[config.mk]
export PLATFORM = sky130hd
export DESIGN_NAME = aph_host_port
export DESIGN_NICKNAME = d
export VERILOG_FILES = /design/src/aph_pkg.sv /design/src/aph_host_port.sv /design/src/aph_sync2.sv
export VERILOG_INCLUDE_DIRS = /design/src
export SDC_FILE = /design/constraint.sdc
export NUM_CORES = 1
export LEC_CHECK = 0
export BUFFER_PORTS_ARGS = -buffer_cell sky130_fd_sc_hd__buf_2
export CORE_MARGIN = 10
export CORE_UTILIZATION = 37
export CTS_BUF_LIST = sky130_fd_sc_hd__clkbuf_8 sky130_fd_sc_hd__clkbuf_16
export DETAILED_ROUTE_END_ITERATION = 10
export PLACE_DENSITY_LB_ADDON = 0.2
export SLEW_MARGIN = 10
export SYNTH_ARGS = -nofsm -noshare
export SYNTH_HDL_FRONTEND = slang
export SYNTH_SLANG_ARGS = --single-unit
[constraint.sdc]
create_clock -name CLK -period 2.6 [get_ports CLK]
set_input_delay 0.52 -clock CLK [delete_from_list [all_inputs] [get_ports CLK]]
set_output_delay 0.52 -clock CLK [all_outputs]
set_load 0.01 [all_outputs]
[src/aph_regs.svh]
// Constants of the parallel host port: configuration word layout,
// power-on values, command codes and acquisition lengths.
// Assumes inclusion by bare name from the package and the design files.
`ifndef APH_REGS_SVH
`define APH_REGS_SVH

`define APH_WORD_W        13
`define APH_CFG_RESET     13'h0100
`define APH_RESULT_RESET  13'h0000
`define APH_MUX_LO        0
`define APH_MUX_HI        3
`define APH_ACQ_LO        4
`define APH_ACQ_HI        5
`define APH_SE_BIT        6
`define APH_HB_BIT        7
`define APH_SYNC_BIT      8
`define APH_CMD_LO        9
`define APH_CMD_HI        11
`define APH_BW_BIT        12
`define APH_BYTE_HI       7
`define APH_UPPER_LO      8
`define APH_UPPER_W       5
`define APH_ACQ_CLK_0     7'h09
`define APH_ACQ_CLK_1     7'h0F
`define APH_ACQ_CLK_2     7'h2F
`define APH_ACQ_CLK_3     7'h4F
`define APH_CMD_STANDBY   3'h0
`define APH_CMD_FULLCAL   3'h1
`define APH_CMD_AUTOZERO  3'h2
`define APH_CMD_RESET     3'h3
`define APH_CMD_START     3'h4

`endif

[src/aph_pkg.sv]
// Types shared by the parallel host port files.
// Assumes aph_regs.svh is on the include path.
`include "aph_regs.svh"

package aph_pkg;
	typedef logic [`APH_WORD_W-1:0] aph_word_t;
	typedef logic [2:0]             aph_cmd_t;
	typedef logic [2:0]             aph_chan_t;
	typedef enum logic [1:0] {
		APH_IDLE,
		APH_ACQUIRE,
		APH_ARMED,
		APH_CONVERT
	} aph_conv_state_t;
endpackage

[src/aph_host_port.sv]
// Parallel host port of a 12-bit plus sign sampling converter: bus pins,
// configuration word, result reads, sync pin, ready and standby outputs.
// Assumes CLK is also the converter clock and the converter core
// answers start pulses with CONV_DONE and CONV_RESULT on the same clock.
//
// Function
// - The write edge strap is caught after reset; low latches on the write rising edge, high on falling.
// - With sync bit set the sync pin is an input and its rising edge starts a conversion.
// - With sync bit clear the sync pin is driven high during each conversion and low after it.
// - With bus width bit clear only the low eight data lines are active, otherwise all thirteen.
// - The data bus is thirteen bits wide with line 12 as most significant bit.
// - Input buffers are enabled only while chip select and write are low, and data is latched on the chosen edge.
// - The bus is driven only while chip select and read are low.
// - The active-low ready output marks when a requested function begins and ends.
// - Standby status is low in standby and high once out of it or once leaving is requested.
// - The four channel-select bits route analog channels to the multiplexer outputs.
// - In 8-bit mode a write to the upper byte clears the upper byte select flag.
// - In 8-bit mode the first read gives the lower result byte and the next the upper byte.
// - At power-up the sync pin is an input.
// - At power-up the bus width is 8 bits.
`timescale 1ns/1ps

module aph_host_port (
	input  wire logic           CLK,
	input  wire logic           RESET,
	input  wire logic           WRITE_EDGE_SELECT_STRAP,
	input  wire logic           CS_N,
	input  wire logic           WR_N,
	input  wire logic           RD_N,
	input  wire aph_pkg::aph_word_t DATA_BUS_LINES_IN,
	output aph_pkg::aph_word_t  DATA_BUS_LINES_OUT,
	output aph_pkg::aph_word_t  DATA_BUS_LINES_OE,
	output logic                DATA_INPUT_ENABLE,
	input  wire logic           SYNC_IN,
	output logic                SYNC_OUT,
	output logic                SYNC_OE,
	output logic                READY_N,
	output logic                STANDBY_STATUS_N,
	output aph_pkg::aph_chan_t  MUX_POSITIVE_OUTPUT,
	output aph_pkg::aph_chan_t  MUX_NEGATIVE_OUTPUT,
	output logic                MUX_NEGATIVE_PSEUDO_GROUND,
	output aph_pkg::aph_cmd_t   COMMAND_CODE,
	output logic                COMMAND_STROBE,
	input  wire logic           FUNCTION_DONE,
	output logic                CONV_START,
	input  wire logic           CONV_DONE,
	input  wire aph_pkg::aph_word_t CONV_RESULT
);
	import aph_pkg::*;

	////////////////////////////////////////////////////////////////////////////
	logic            cs_n_s;
	logic            wr_n_s;
	logic            rd_n_s;
	logic            strap_s;
	logic            sync_s;
	aph_word_t       data_s;
	logic            wr_n_q;
	logic            rd_n_q;
	logic            cs_n_q;
	logic            sync_q;
	aph_word_t       data_q;
	logic            strap_taken;
	logic            latch_on_fall;
	aph_word_t       config_word;
	aph_word_t       next_config;
	aph_word_t       result;
	logic            upper_read;
	logic            write_hit;
	aph_word_t       write_data;
	logic            read_end;
	logic            wide_bus;
	logic            sync_in_mode;
	logic            sync_rise;
	logic            cmd_now;
	aph_cmd_t        cmd_written;
	logic [6:0]      acq_count;
	logic            standby;
	aph_conv_state_t state;
	aph_conv_state_t next_state;

	function automatic logic [6:0] acq_clocks(input logic [1:0] sel);
		unique case (sel)
			2'h0: acq_clocks = `APH_ACQ_CLK_0;
			2'h1: acq_clocks = `APH_ACQ_CLK_1;
			2'h2: acq_clocks = `APH_ACQ_CLK_2;
			2'h3: acq_clocks = `APH_ACQ_CLK_3;
		endcase
	endfunction

	////////////////////////////////////////////////////////////////////////////
	aph_sync2 #(.WIDTH(`APH_WORD_W + 5)) u_pins (
		.CLK    (CLK),
		.PIN    ({DATA_BUS_LINES_IN, CS_N, WR_N, RD_N, WRITE_EDGE_SELECT_STRAP, SYNC_IN}),
		.SYNCED ({data_s, cs_n_s, wr_n_s, rd_n_s, strap_s, sync_s})
	);

	always_ff @(posedge CLK) begin
		if (RESET) begin
			wr_n_q <= 1'b1;
			rd_n_q <= 1'b1;
			cs_n_q <= 1'b1;
			sync_q <= 1'b0;
			data_q <= `APH_RESULT_RESET;
		end else begin
			wr_n_q <= wr_n_s;
			rd_n_q <= rd_n_s;
			cs_n_q <= cs_n_s;
			sync_q <= sync_s;
			data_q <= data_s;
		end
	end

	// Strap is taken once after reset, never followed later
	always_ff @(posedge CLK) begin
		if (RESET) begin
			strap_taken   <= 1'b0;
			latch_on_fall <= 1'b0;
		end else if (!strap_taken) begin
			strap_taken   <= 1'b1;
			latch_on_fall <= strap_s;
		end
	end

	////////////////////////////////////////////////////////////////////////////
	assign wide_bus          = config_word[`APH_BW_BIT];
	assign sync_in_mode      = config_word[`APH_SYNC_BIT];
	assign DATA_INPUT_ENABLE = !cs_n_s && !wr_n_s;

	// Falling edge: chip select must be low now; rising edge: it was low
	// during the low phase, and data from that phase is used.
	always_comb begin
		if (latch_on_fall) begin
			write_hit  = strap_taken && wr_n_q && !wr_n_s && !cs_n_s;
			write_data = data_s;
		end else begin
			write_hit  = strap_taken && !wr_n_q && wr_n_s && !cs_n_q;
			write_data = data_q;
		end
	end

	// Only writes that reach the command field issue a command; a command
	// acts on the sync and acquisition bits written with it, not the old ones
	always_comb begin
		cmd_now     = 1'b0;
		cmd_written = write_data[`APH_CMD_HI:`APH_CMD_LO];
		next_config = config_word;
		if (write_hit) begin
			if (wide_bus) begin
				cmd_now     = 1'b1;
				next_config = write_data;
			end else if (config_word[`APH_HB_BIT]) begin
				cmd_now     = 1'b1;
				cmd_written = write_data[`APH_CMD_HI-`APH_UPPER_LO:`APH_CMD_LO-`APH_UPPER_LO];
				next_config[`APH_WORD_W-1:`APH_UPPER_LO] = write_data[`APH_UPPER_W-1:0];
				next_config[`APH_HB_BIT]                 = 1'b0;
			end else begin
				next_config[`APH_BYTE_HI:0] = write_data[`APH_BYTE_HI:0];
			end
		end
	end

	always_ff @(posedge CLK) begin
		if (RESET) begin
			config_word <= `APH_CFG_RESET;
		end else begin
			config_word <= next_config;
		end
	end

	always_ff @(posedge CLK) begin
		if (RESET) begin
			COMMAND_CODE   <= `APH_CMD_STANDBY;
			COMMAND_STROBE <= 1'b0;
		end else begin
			COMMAND_STROBE <= cmd_now;
			if (cmd_now) begin
				COMMAND_CODE <= cmd_written;
			end
		end
	end

	////////////////////////////////////////////////////////////////////////////
	assign read_end = !rd_n_q && rd_n_s && !cs_n_q;

	// Pointer restarts at the lower byte whenever a new result lands
	always_ff @(posedge CLK) begin
		if (RESET) begin
			upper_read <= 1'b0;
		end else if (CONV_DONE || wide_bus) begin
			upper_read <= 1'b0;
		end else if (read_end) begin
			upper_read <= !upper_read;
		end
	end

	always_ff @(posedge CLK) begin
		if (RESET) begin
			result <= `APH_RESULT_RESET;
		end else if (CONV_DONE) begin
			if (config_word[`APH_SE_BIT] && CONV_RESULT[`APH_WORD_W-1]) begin
				result <= `APH_RESULT_RESET;
			end else begin
				result <= CONV_RESULT;
			end
		end
	end

	// Upper byte carries the sign extended across the unused lines
	always_ff @(posedge CLK) begin
		if (RESET) begin
			DATA_BUS_LINES_OUT <= `APH_RESULT_RESET;
		end else if (wide_bus) begin
			DATA_BUS_LINES_OUT <= result;
		end else if (upper_read) begin
			DATA_BUS_LINES_OUT <= {5'h00, {3{result[`APH_WORD_W-1]}},
				result[`APH_WORD_W-1:`APH_UPPER_LO]};
		end else begin
			DATA_BUS_LINES_OUT <= {5'h00, result[`APH_BYTE_HI:0]};
		end
	end

	always_ff @(posedge CLK) begin
		if (RESET) begin
			DATA_BUS_LINES_OE <= `APH_RESULT_RESET;
		end else if (!cs_n_s && !rd_n_s) begin
			DATA_BUS_LINES_OE <= wide_bus ? 13'h1FFF : 13'h00FF;
		end else begin
			DATA_BUS_LINES_OE <= `APH_RESULT_RESET;
		end
	end

	////////////////////////////////////////////////////////////////////////////
	assign MUX_POSITIVE_OUTPUT        = config_word[`APH_MUX_HI-1:`APH_MUX_LO];
	assign MUX_NEGATIVE_PSEUDO_GROUND = config_word[`APH_MUX_HI];
	assign MUX_NEGATIVE_OUTPUT        = {config_word[`APH_MUX_HI-1:`APH_MUX_LO+1],
		!config_word[`APH_MUX_LO]};

	////////////////////////////////////////////////////////////////////////////
	assign sync_rise = sync_in_mode && sync_s && !sync_q;

	always_comb begin
		next_state = state;
		unique case (state)
			APH_IDLE: begin
			end
			APH_ACQUIRE: begin
				if (acq_count == 7'h00) begin
					next_state = APH_CONVERT;
				end
			end
			APH_ARMED: begin
				if (sync_rise) begin
					next_state = APH_CONVERT;
				end
			end
			APH_CONVERT: begin
				if (CONV_DONE) begin
					next_state = sync_in_mode ? APH_ARMED : APH_ACQUIRE;
				end
			end
		endcase
		if (cmd_now) begin
			if (cmd_written == `APH_CMD_START) begin
				next_state = next_config[`APH_SYNC_BIT] ? APH_ARMED : APH_ACQUIRE;
			end else begin
				next_state = APH_IDLE;
			end
		end
	end

	always_ff @(posedge CLK) begin
		if (RESET) begin
			state      <= APH_IDLE;
			CONV_START <= 1'b0;
		end else begin
			state      <= next_state;
			CONV_START <= (next_state == APH_CONVERT) && (state != APH_CONVERT);
		end
	end

	// Acquisition window is counted in converter clocks
	always_ff @(posedge CLK) begin
		if (RESET) begin
			acq_count <= 7'h00;
		end else if (next_state == APH_ACQUIRE && state != APH_ACQUIRE) begin
			acq_count <= acq_clocks(next_config[`APH_ACQ_HI:`APH_ACQ_LO]) - 7'h01;
		end else if (state == APH_ACQUIRE && acq_count != 7'h00) begin
			acq_count <= acq_count - 7'h01;
		end
	end

	always_ff @(posedge CLK) begin
		if (RESET) begin
			SYNC_OUT <= 1'b0;
		end else begin
			SYNC_OUT <= !sync_in_mode && (next_state == APH_CONVERT);
		end
	end

	assign SYNC_OE = !sync_in_mode;

	////////////////////////////////////////////////////////////////////////////
	// Power-on command field is standby, so the port starts in standby
	always_ff @(posedge CLK) begin
		if (RESET) begin
			standby <= 1'b1;
		end else if (cmd_now) begin
			standby <= (cmd_written == `APH_CMD_STANDBY);
		end
	end

	assign STANDBY_STATUS_N = !standby;

	// High while a function runs, low when it ends or a result waits
	always_ff @(posedge CLK) begin
		if (RESET) begin
			READY_N <= 1'b1;
		end else if (cmd_now) begin
			READY_N <= (cmd_written != `APH_CMD_RESET);
		end else if (CONV_DONE || FUNCTION_DONE) begin
			READY_N <= 1'b0;
		end else if (CONV_START) begin
			READY_N <= 1'b1;
		end
	end
endmodule

[src/aph_sync2.sv]
// Two-flop synchroniser for pins arriving from outside the clock domain.
// Assumes one clock; no reset, as the stages settle within two edges.
`timescale 1ns/1ps

module aph_sync2 #(
	parameter int WIDTH = 1
) (
	input  wire logic             CLK,
	input  wire logic [WIDTH-1:0] PIN,
	output logic      [WIDTH-1:0] SYNCED
);
	logic [WIDTH-1:0] meta;

	// First stage feeds only the second stage
	always_ff @(posedge CLK) begin
		meta   <= PIN;
		SYNCED <= meta;
	end
endmodule

### After elaboration in Yosys (flattened, before gate mapping)

Cells that the tools add are included.

| storage, ports and cells | value |
|---|---|
| register bits | 122 |
| input bits | 35 |
| output and inout port bits | 43 |
| word-level logic and storage cells | 113 |

| operators by class | value |
|---|---|
| add/sub/neg operators | 2 |
| equality and inequality tests | 13 |
| muxes and demuxes | 34 |
| bitwise gates (word level) | 1 |
| reductions and logical operators | 39 |

Operators by type and width:

| kind | count |
|---|---|
| 2-to-1 mux 13 bit | 5 |
| 2-to-1 mux 7 bit | 5 |
| case mux 7 bit (4 select lines) | 1 |
| logical AND 1 bit | 17 |
| 2-to-1 mux 2 bit | 7 |
| subtractor 7 x 1 -> 7 bit, second input constant | 2 |
| logical NOT 1 bit | 11 |
| == test 2 bit, second input constant | 5 |
| 2-to-1 mux 1 bit | 9 |
| 2-to-1 mux 3 bit | 3 |
| 2-to-1 mux 9 bit | 1 |
| 2-to-1 mux 8 bit | 1 |
| logical NOT 7 bit | 1 |
| nonzero test 7 bit | 1 |
| == test 2 x 1 -> 1 bit, second input constant | 3 |
| case mux 2 bit (3 select lines) | 1 |
| 2-to-1 mux 5 bit | 1 |
| inequality test 2 x 1 -> 1 bit, second input constant | 2 |
| OR reduction 2 bit | 2 |
| == test 3 bit, second input constant | 1 |
| logical NOT 3 bit | 1 |
| inequality test 3 x 2 -> 1 bit, second input constant | 1 |
| nonzero test 3 bit | 1 |
| logical NOT 2 bit | 1 |
| other kinds (5) | 6 |

### Longest topological paths before layout

| depth | value |
|---|---|
| depth in word-level cells | 15 |
| gate-level depth with buffers | 12 |

### Hierarchy

From an unflattened synthesis, not the netlist that was laid out.

| unflattened totals | value |
|---|---|
| cells, all modules | 363 |
| area total of the unflattened synthesis | 3887.5 um^2 |

Modules (own cells, without submodules):

| module | times used | cells each | area an instance (um^2) | sequential area each (um^2) |
|---|---|---|---|---|
| aph_host_port | 1 | 327 | 3166.8 | 1501.4 |
| aph_sync2 | 1 | 36 | 720.7 | 720.7 |

### Worst setup path after synthesis

No wires, ideal clock.

| timing | value |
|---|---|
| kind | register to register |
| start point | register acq_count[0] |
| end point | register acq_count[6] |
| data arrival time | 2666 ps |
| slack | -191 ps |
| stages on the path, launching flop included | 12 |
| buffers on the path | 0 |
| cells stage by stage | dfxtp_1 or4_4 or3_4 o2111a_2 o21ai_4 mux2i_1 ha_1 nand2_1 nor4_1 a21oi_1 o31ai_1 a21oi_1 |

| between the ends | value |
|---|---|
| cells in the longest elaborated chain, start to end | 7 |
| elaborated cells between the ends (all ways) | 12 |
| those cells by class | add/sub: 1; eq/ne: 1; mux: 5; reduce/logical: 5 |

Ends and longest elaborated chain:

| item | RTL line | text |
|---|---|---|
| start: declaration | aph_host_port.sv:77 | `logic [6:0] acq_count;` |
| start signal: assignment | aph_host_port.sv:287 | `` acq_count <= acq_clocks(next_config[`APH_ACQ_HI:`APH_ACQ_LO]) - 7'h01; `` |
| start signal: assignment | aph_host_port.sv:289 | `acq_count <= acq_count - 7'h01;` |
| logical NOT 7 bit | aph_host_port.sv:248 | `if (acq_count == 7'h00) begin` |
| 2-to-1 mux 2 bit | aph_host_port.sv:248 |  |
| case mux 2 bit (3 select lines) | aph_host_port.sv:244 | `unique case (state)` |
| 2-to-1 mux 2 bit | aph_host_port.sv:263 | `if (cmd_now) begin` |
| == test 2 x 1 -> 1 bit | aph_host_port.sv:286 | `end else if (next_state == APH_ACQUIRE && state != APH_ACQUIRE) begin` |
| logical AND 1 bit | aph_host_port.sv:286 |  |
| 2-to-1 mux 7 bit or nonzero test 2 bit (tied branches) | -- |  |

Several ways; a longest one is shown, not always the timed one. The select of a mux whose other input is x is not followed.
A chain may end at the register's enable or synchronous reset.

### Worst setup path after layout

| timing | value |
|---|---|
| start point | register acq_count[0] |
| end point | register acq_count[2] |

Same word-level chain as after synthesis.

==> results_dict.tcl <==
set metrics [dict create \
    portBuffers 77 \
    grt_overflow 0 \
    max_slew.worst_pin.slew_ns 0.773 \
    critPathKind "flop to flop" \
    cap_violations 0 \
    yosys_warnings 0 \
    min_path_type "input port to flop" \
    stdcell_area_sq_mm 0.00473 \
    startpoint_type "flop" \
    initial_core_util_pct 37.7 \
    total_leakage_power_nw 2.07 \
    regToRegSetupSlack_ns -0.1 \
    avgSynthCellArea_sq_um 10.7 \
    cts_max_level 3 \
    violations "setup timing" \
    synth-edff-count 0 \
    viasPerCell 4.80 \
    rr_endpoint "acq_count[2]" \
    synthMuxAreaShare_pct 5.51 \
    cts_hold_buf 0 \
    hold-path-cell-count 1 \
    numClockSinks 111 \
    fmax_ghz 0.371 \
    drt-total-wl_um 8360 \
    grt_pass1_wl_um 13700 \
    nNetsFinal 485 \
    reg2reg_depth 11 \
    utilization_pct 46.2 \
    fin_tns_setup_ns -0.267 \
    synth-seq-cells 111 \
    crit_top_cell "mux2i_1" \
    post_dp_cell_area_sq_mm 0.00445 \
    crit_required_ns 2.90 \
    r2r_start "acq_count[0]" \
    cts_buffers 9 \
    cp_max_fo 3 \
    io_pins 78 \
    fin_crit_ns 2.70 \
    endpoint_kind "flop" \
    synth_simple_gate_area_share_pct 16.4 \
    die_height_um 122 \
    synthCells 362 \
    critical_path_arrival_ns 3.00 \
    yosysSeqAreaShare_pct 57.6 \
    dr.first_iter.drc_count 126 \
    cts_tree "built" \
    core_region_area_sq_mm 0.0102 \
    slew_headroom_pct 48.3 \
    synth_cell_type_count 60 \
    cts_root_buf "clkbuf_8" \
    skew_ns 0.0170 \
    clkLatencyLatePin_ns 0.37 \
    synth_top_family_by_area "simple AND/OR/NAND/NOR gates" \
    grt_pass1_vias 2816 \
    drt_first_pass_iters 4 \
    synth_ff_type "dfxtp_1" \
    hold_viol_final 0 \
    place.gp.congestion 0.767 \
    outcome "complete, but fails checks" \
    synthAdderAreaFrac_pct 0.324 \
    ys_top_cells_by_area "dfxtp_1 58%, mux2i_1 3.4%, buf_4 3.1%" \
    setup_viol 3 \
    routedWlPerCell_um 14.2 \
    std_cell_rows 37 \
    vias 2830 \
    grt_max_degree 26 \
    setup_ws_ns -0.0953 \
    synth_xor_xnor_area_share_pct 0.454 \
    track_usage_pct 11.4 \
    dieArea_sq_mm 0.0149 \
    drive_above_1_share_pct 33.0 \
    async_reset_ff_share_pct 0 \
    clk_pin_slew_ns 0.11 \
    netlist.top_cell.by_area "dfxtp_1" \
    netlist_area_sq_mm 0.00386 \
    syn_nets 398 \
    irDropWorstVdd_mv 0.302 \
    antenna_found_initial 0 \
    die_w_um 122 \
    n_antenna_cell 0 \
    yosys.area.top_type_share_pct 57.6 \
    drc_errors 0 \
    min_from "DATA_BUS_LINES_IN[5]" \
    hpwl_um 6230 \
    p_per_area_mw_per_mm2 665 \
    crit_chain "or4_4, or3_4, o2111a_2, o21ai_4, mux2i_1, ha_2, buf_4, nand2_1, mux2i_1, a22oi_1, a21oi_1" \
    hold_path_end "u_pins.meta[10]" \
    clock_path_buffers 2 \
    area_delta_synth_final_pct 22.6 \
    finalCritPeriodShare_pct 104 \
    synth_compound_area_share_pct 14.2 \
    crit_buf_inv 1 \
    crit_family "simple AND/OR/NAND/NOR gates" \
    cpMaxStageDelayCell "or4_4" \
    detail-route-antenna-nets 0 \
    maxSlewViolCount 0 \
    max_stage_delay_ns 0.53 \
    rsz0062_at_grt "yes" \
]
[placed cells by master, fill, tap and decap left out, drive strengths merged, types with 7 or more instances in the layout]
cell type	Yosys	layout
clkbuf	9	11
mux2i	13	13
dfxtp	111	111
buf	22	107
a21oi	20	20
and2	7	7
nor2b	17	17
o21ai	7	7
nor2	28	28
a211oi	9	9
a22o	12	12
inv	9	12
nand2	25	25
nor3	10	10
[metal layers]
layer / global-route usage, % / vias up / routed length, um
met5: 0 / - / 0
met4: 4.93 / 0 / 137
met3: 3.47 / 11 / 672
met2: 17.6 / 88 / 3670
met1: 14.4 / 1310 / 3880
li1: - / 1421 / -
[synth_stat cells, drive strengths merged (3+ instances only)]
cell type / number
nand2: 25
and2: 7
a211oi: 9
inv: 9
o211a: 3
nor4: 4
nor3: 10
o21ai: 7
nand2b: 4
mux2: 3
nor2b: 17
dfxtp: 111
nor3b: 3
buf: 22
a21oi: 20
clkbuf: 9
or2: 5
a22o: 12
nor2: 28
mux2i: 13
[flip-flops by register name (all words and copies together) (netlist names), 2 cells and up]
register,count
acq_count,7
data_q,13
DATA_BUS_LINES_OE,2
config_word,10
COMMAND_CODE,3
u_pins.meta,18
DATA_BUS_LINES_OUT,13
u_pins.SYNCED,18
state,2
result,13
[cell type report]
class,count,area (sq um)
Clock buffer,11,151
Clock inverter,5,86.3
Fill cell,985,5500
Inverter,9,33.8
Multi-Input combinational cell,211,1450
Sequential cell,111,2220
Tap cell,136,170
Timing Repair Buffer,107,611
[worst reg2reg max path, delay by kind of cell, from the launching register on]
| kind | cells | cell delay, ns |
|---|---|---|
| buf+inv | 1 | 0.12 |
| fa+ha+maj | 1 | 0.21 |
| compound gates | 4 | 0.69 |
| flops | 1 | 0.34 |
| mux | 2 | 0.35 |
| simple gates | 3 | 0.92 |
[timing repair]
item	4_1_cts	5_1_grt
setup buffers	1	2
pin swaps	0	3
gates resized for setup	1	4
setup endpoints to repair	3	4
cloned	0	0
[cells by family after synthesis]
group | after synthesis
XOR/XNOR | 2
adder cells (fa/ha/maj) | 1
AO/OA/AOI/OAI | 73
multiplexers | 18
flip-flops | 111
AND/OR/NAND/NOR | 117
buffers and inverters | 40
[power breakdown]
| group | switching, W | internal, W |
|---|---|---|
| logic | 0.0000850 | 0.0000872 |
| registers | 0.0000337 | 0.00177 |
| clock network | 0.000567 | 0.000606 |
[how the worst max path moves through the flow]
| stage | startpoint | end | slack (ns) | cells past startpoint |
|---|---|---|---|---|
| final | acq_count[0] | acq_count[2] | -0.1 | 11 |
| after global placement | acq_count[0] | acq_count[6] | -0.01 | 11 |
| after detailed placement | acq_count[0] | acq_count[6] | -0.06 | 11 |
| after CTS | acq_count[0] | acq_count[4] | -0.07 | 11 |
| after floorplan | acq_count[0] | acq_count[6] | -0.07 | 11 |
| after global routing | acq_count[0] | acq_count[2] | -0.22 | 11 |
[stage by stage]
step	hold WS (ns)	cells	setup WS (ns)	power, W
after global routing	0.229	590	-0.224	0.00328
after detailed placement	0.312	571	-0.0602	0.00201
after global placement	0.311	571	-0.0141	0.00201
after CTS	0.233	588	-0.0675	0.00319
final	0.252	590	-0.0953	0.00315
after floorplan	0.310	362	-0.0733	0.00194
Note: power is estimated with default switching activity, not from simulation.
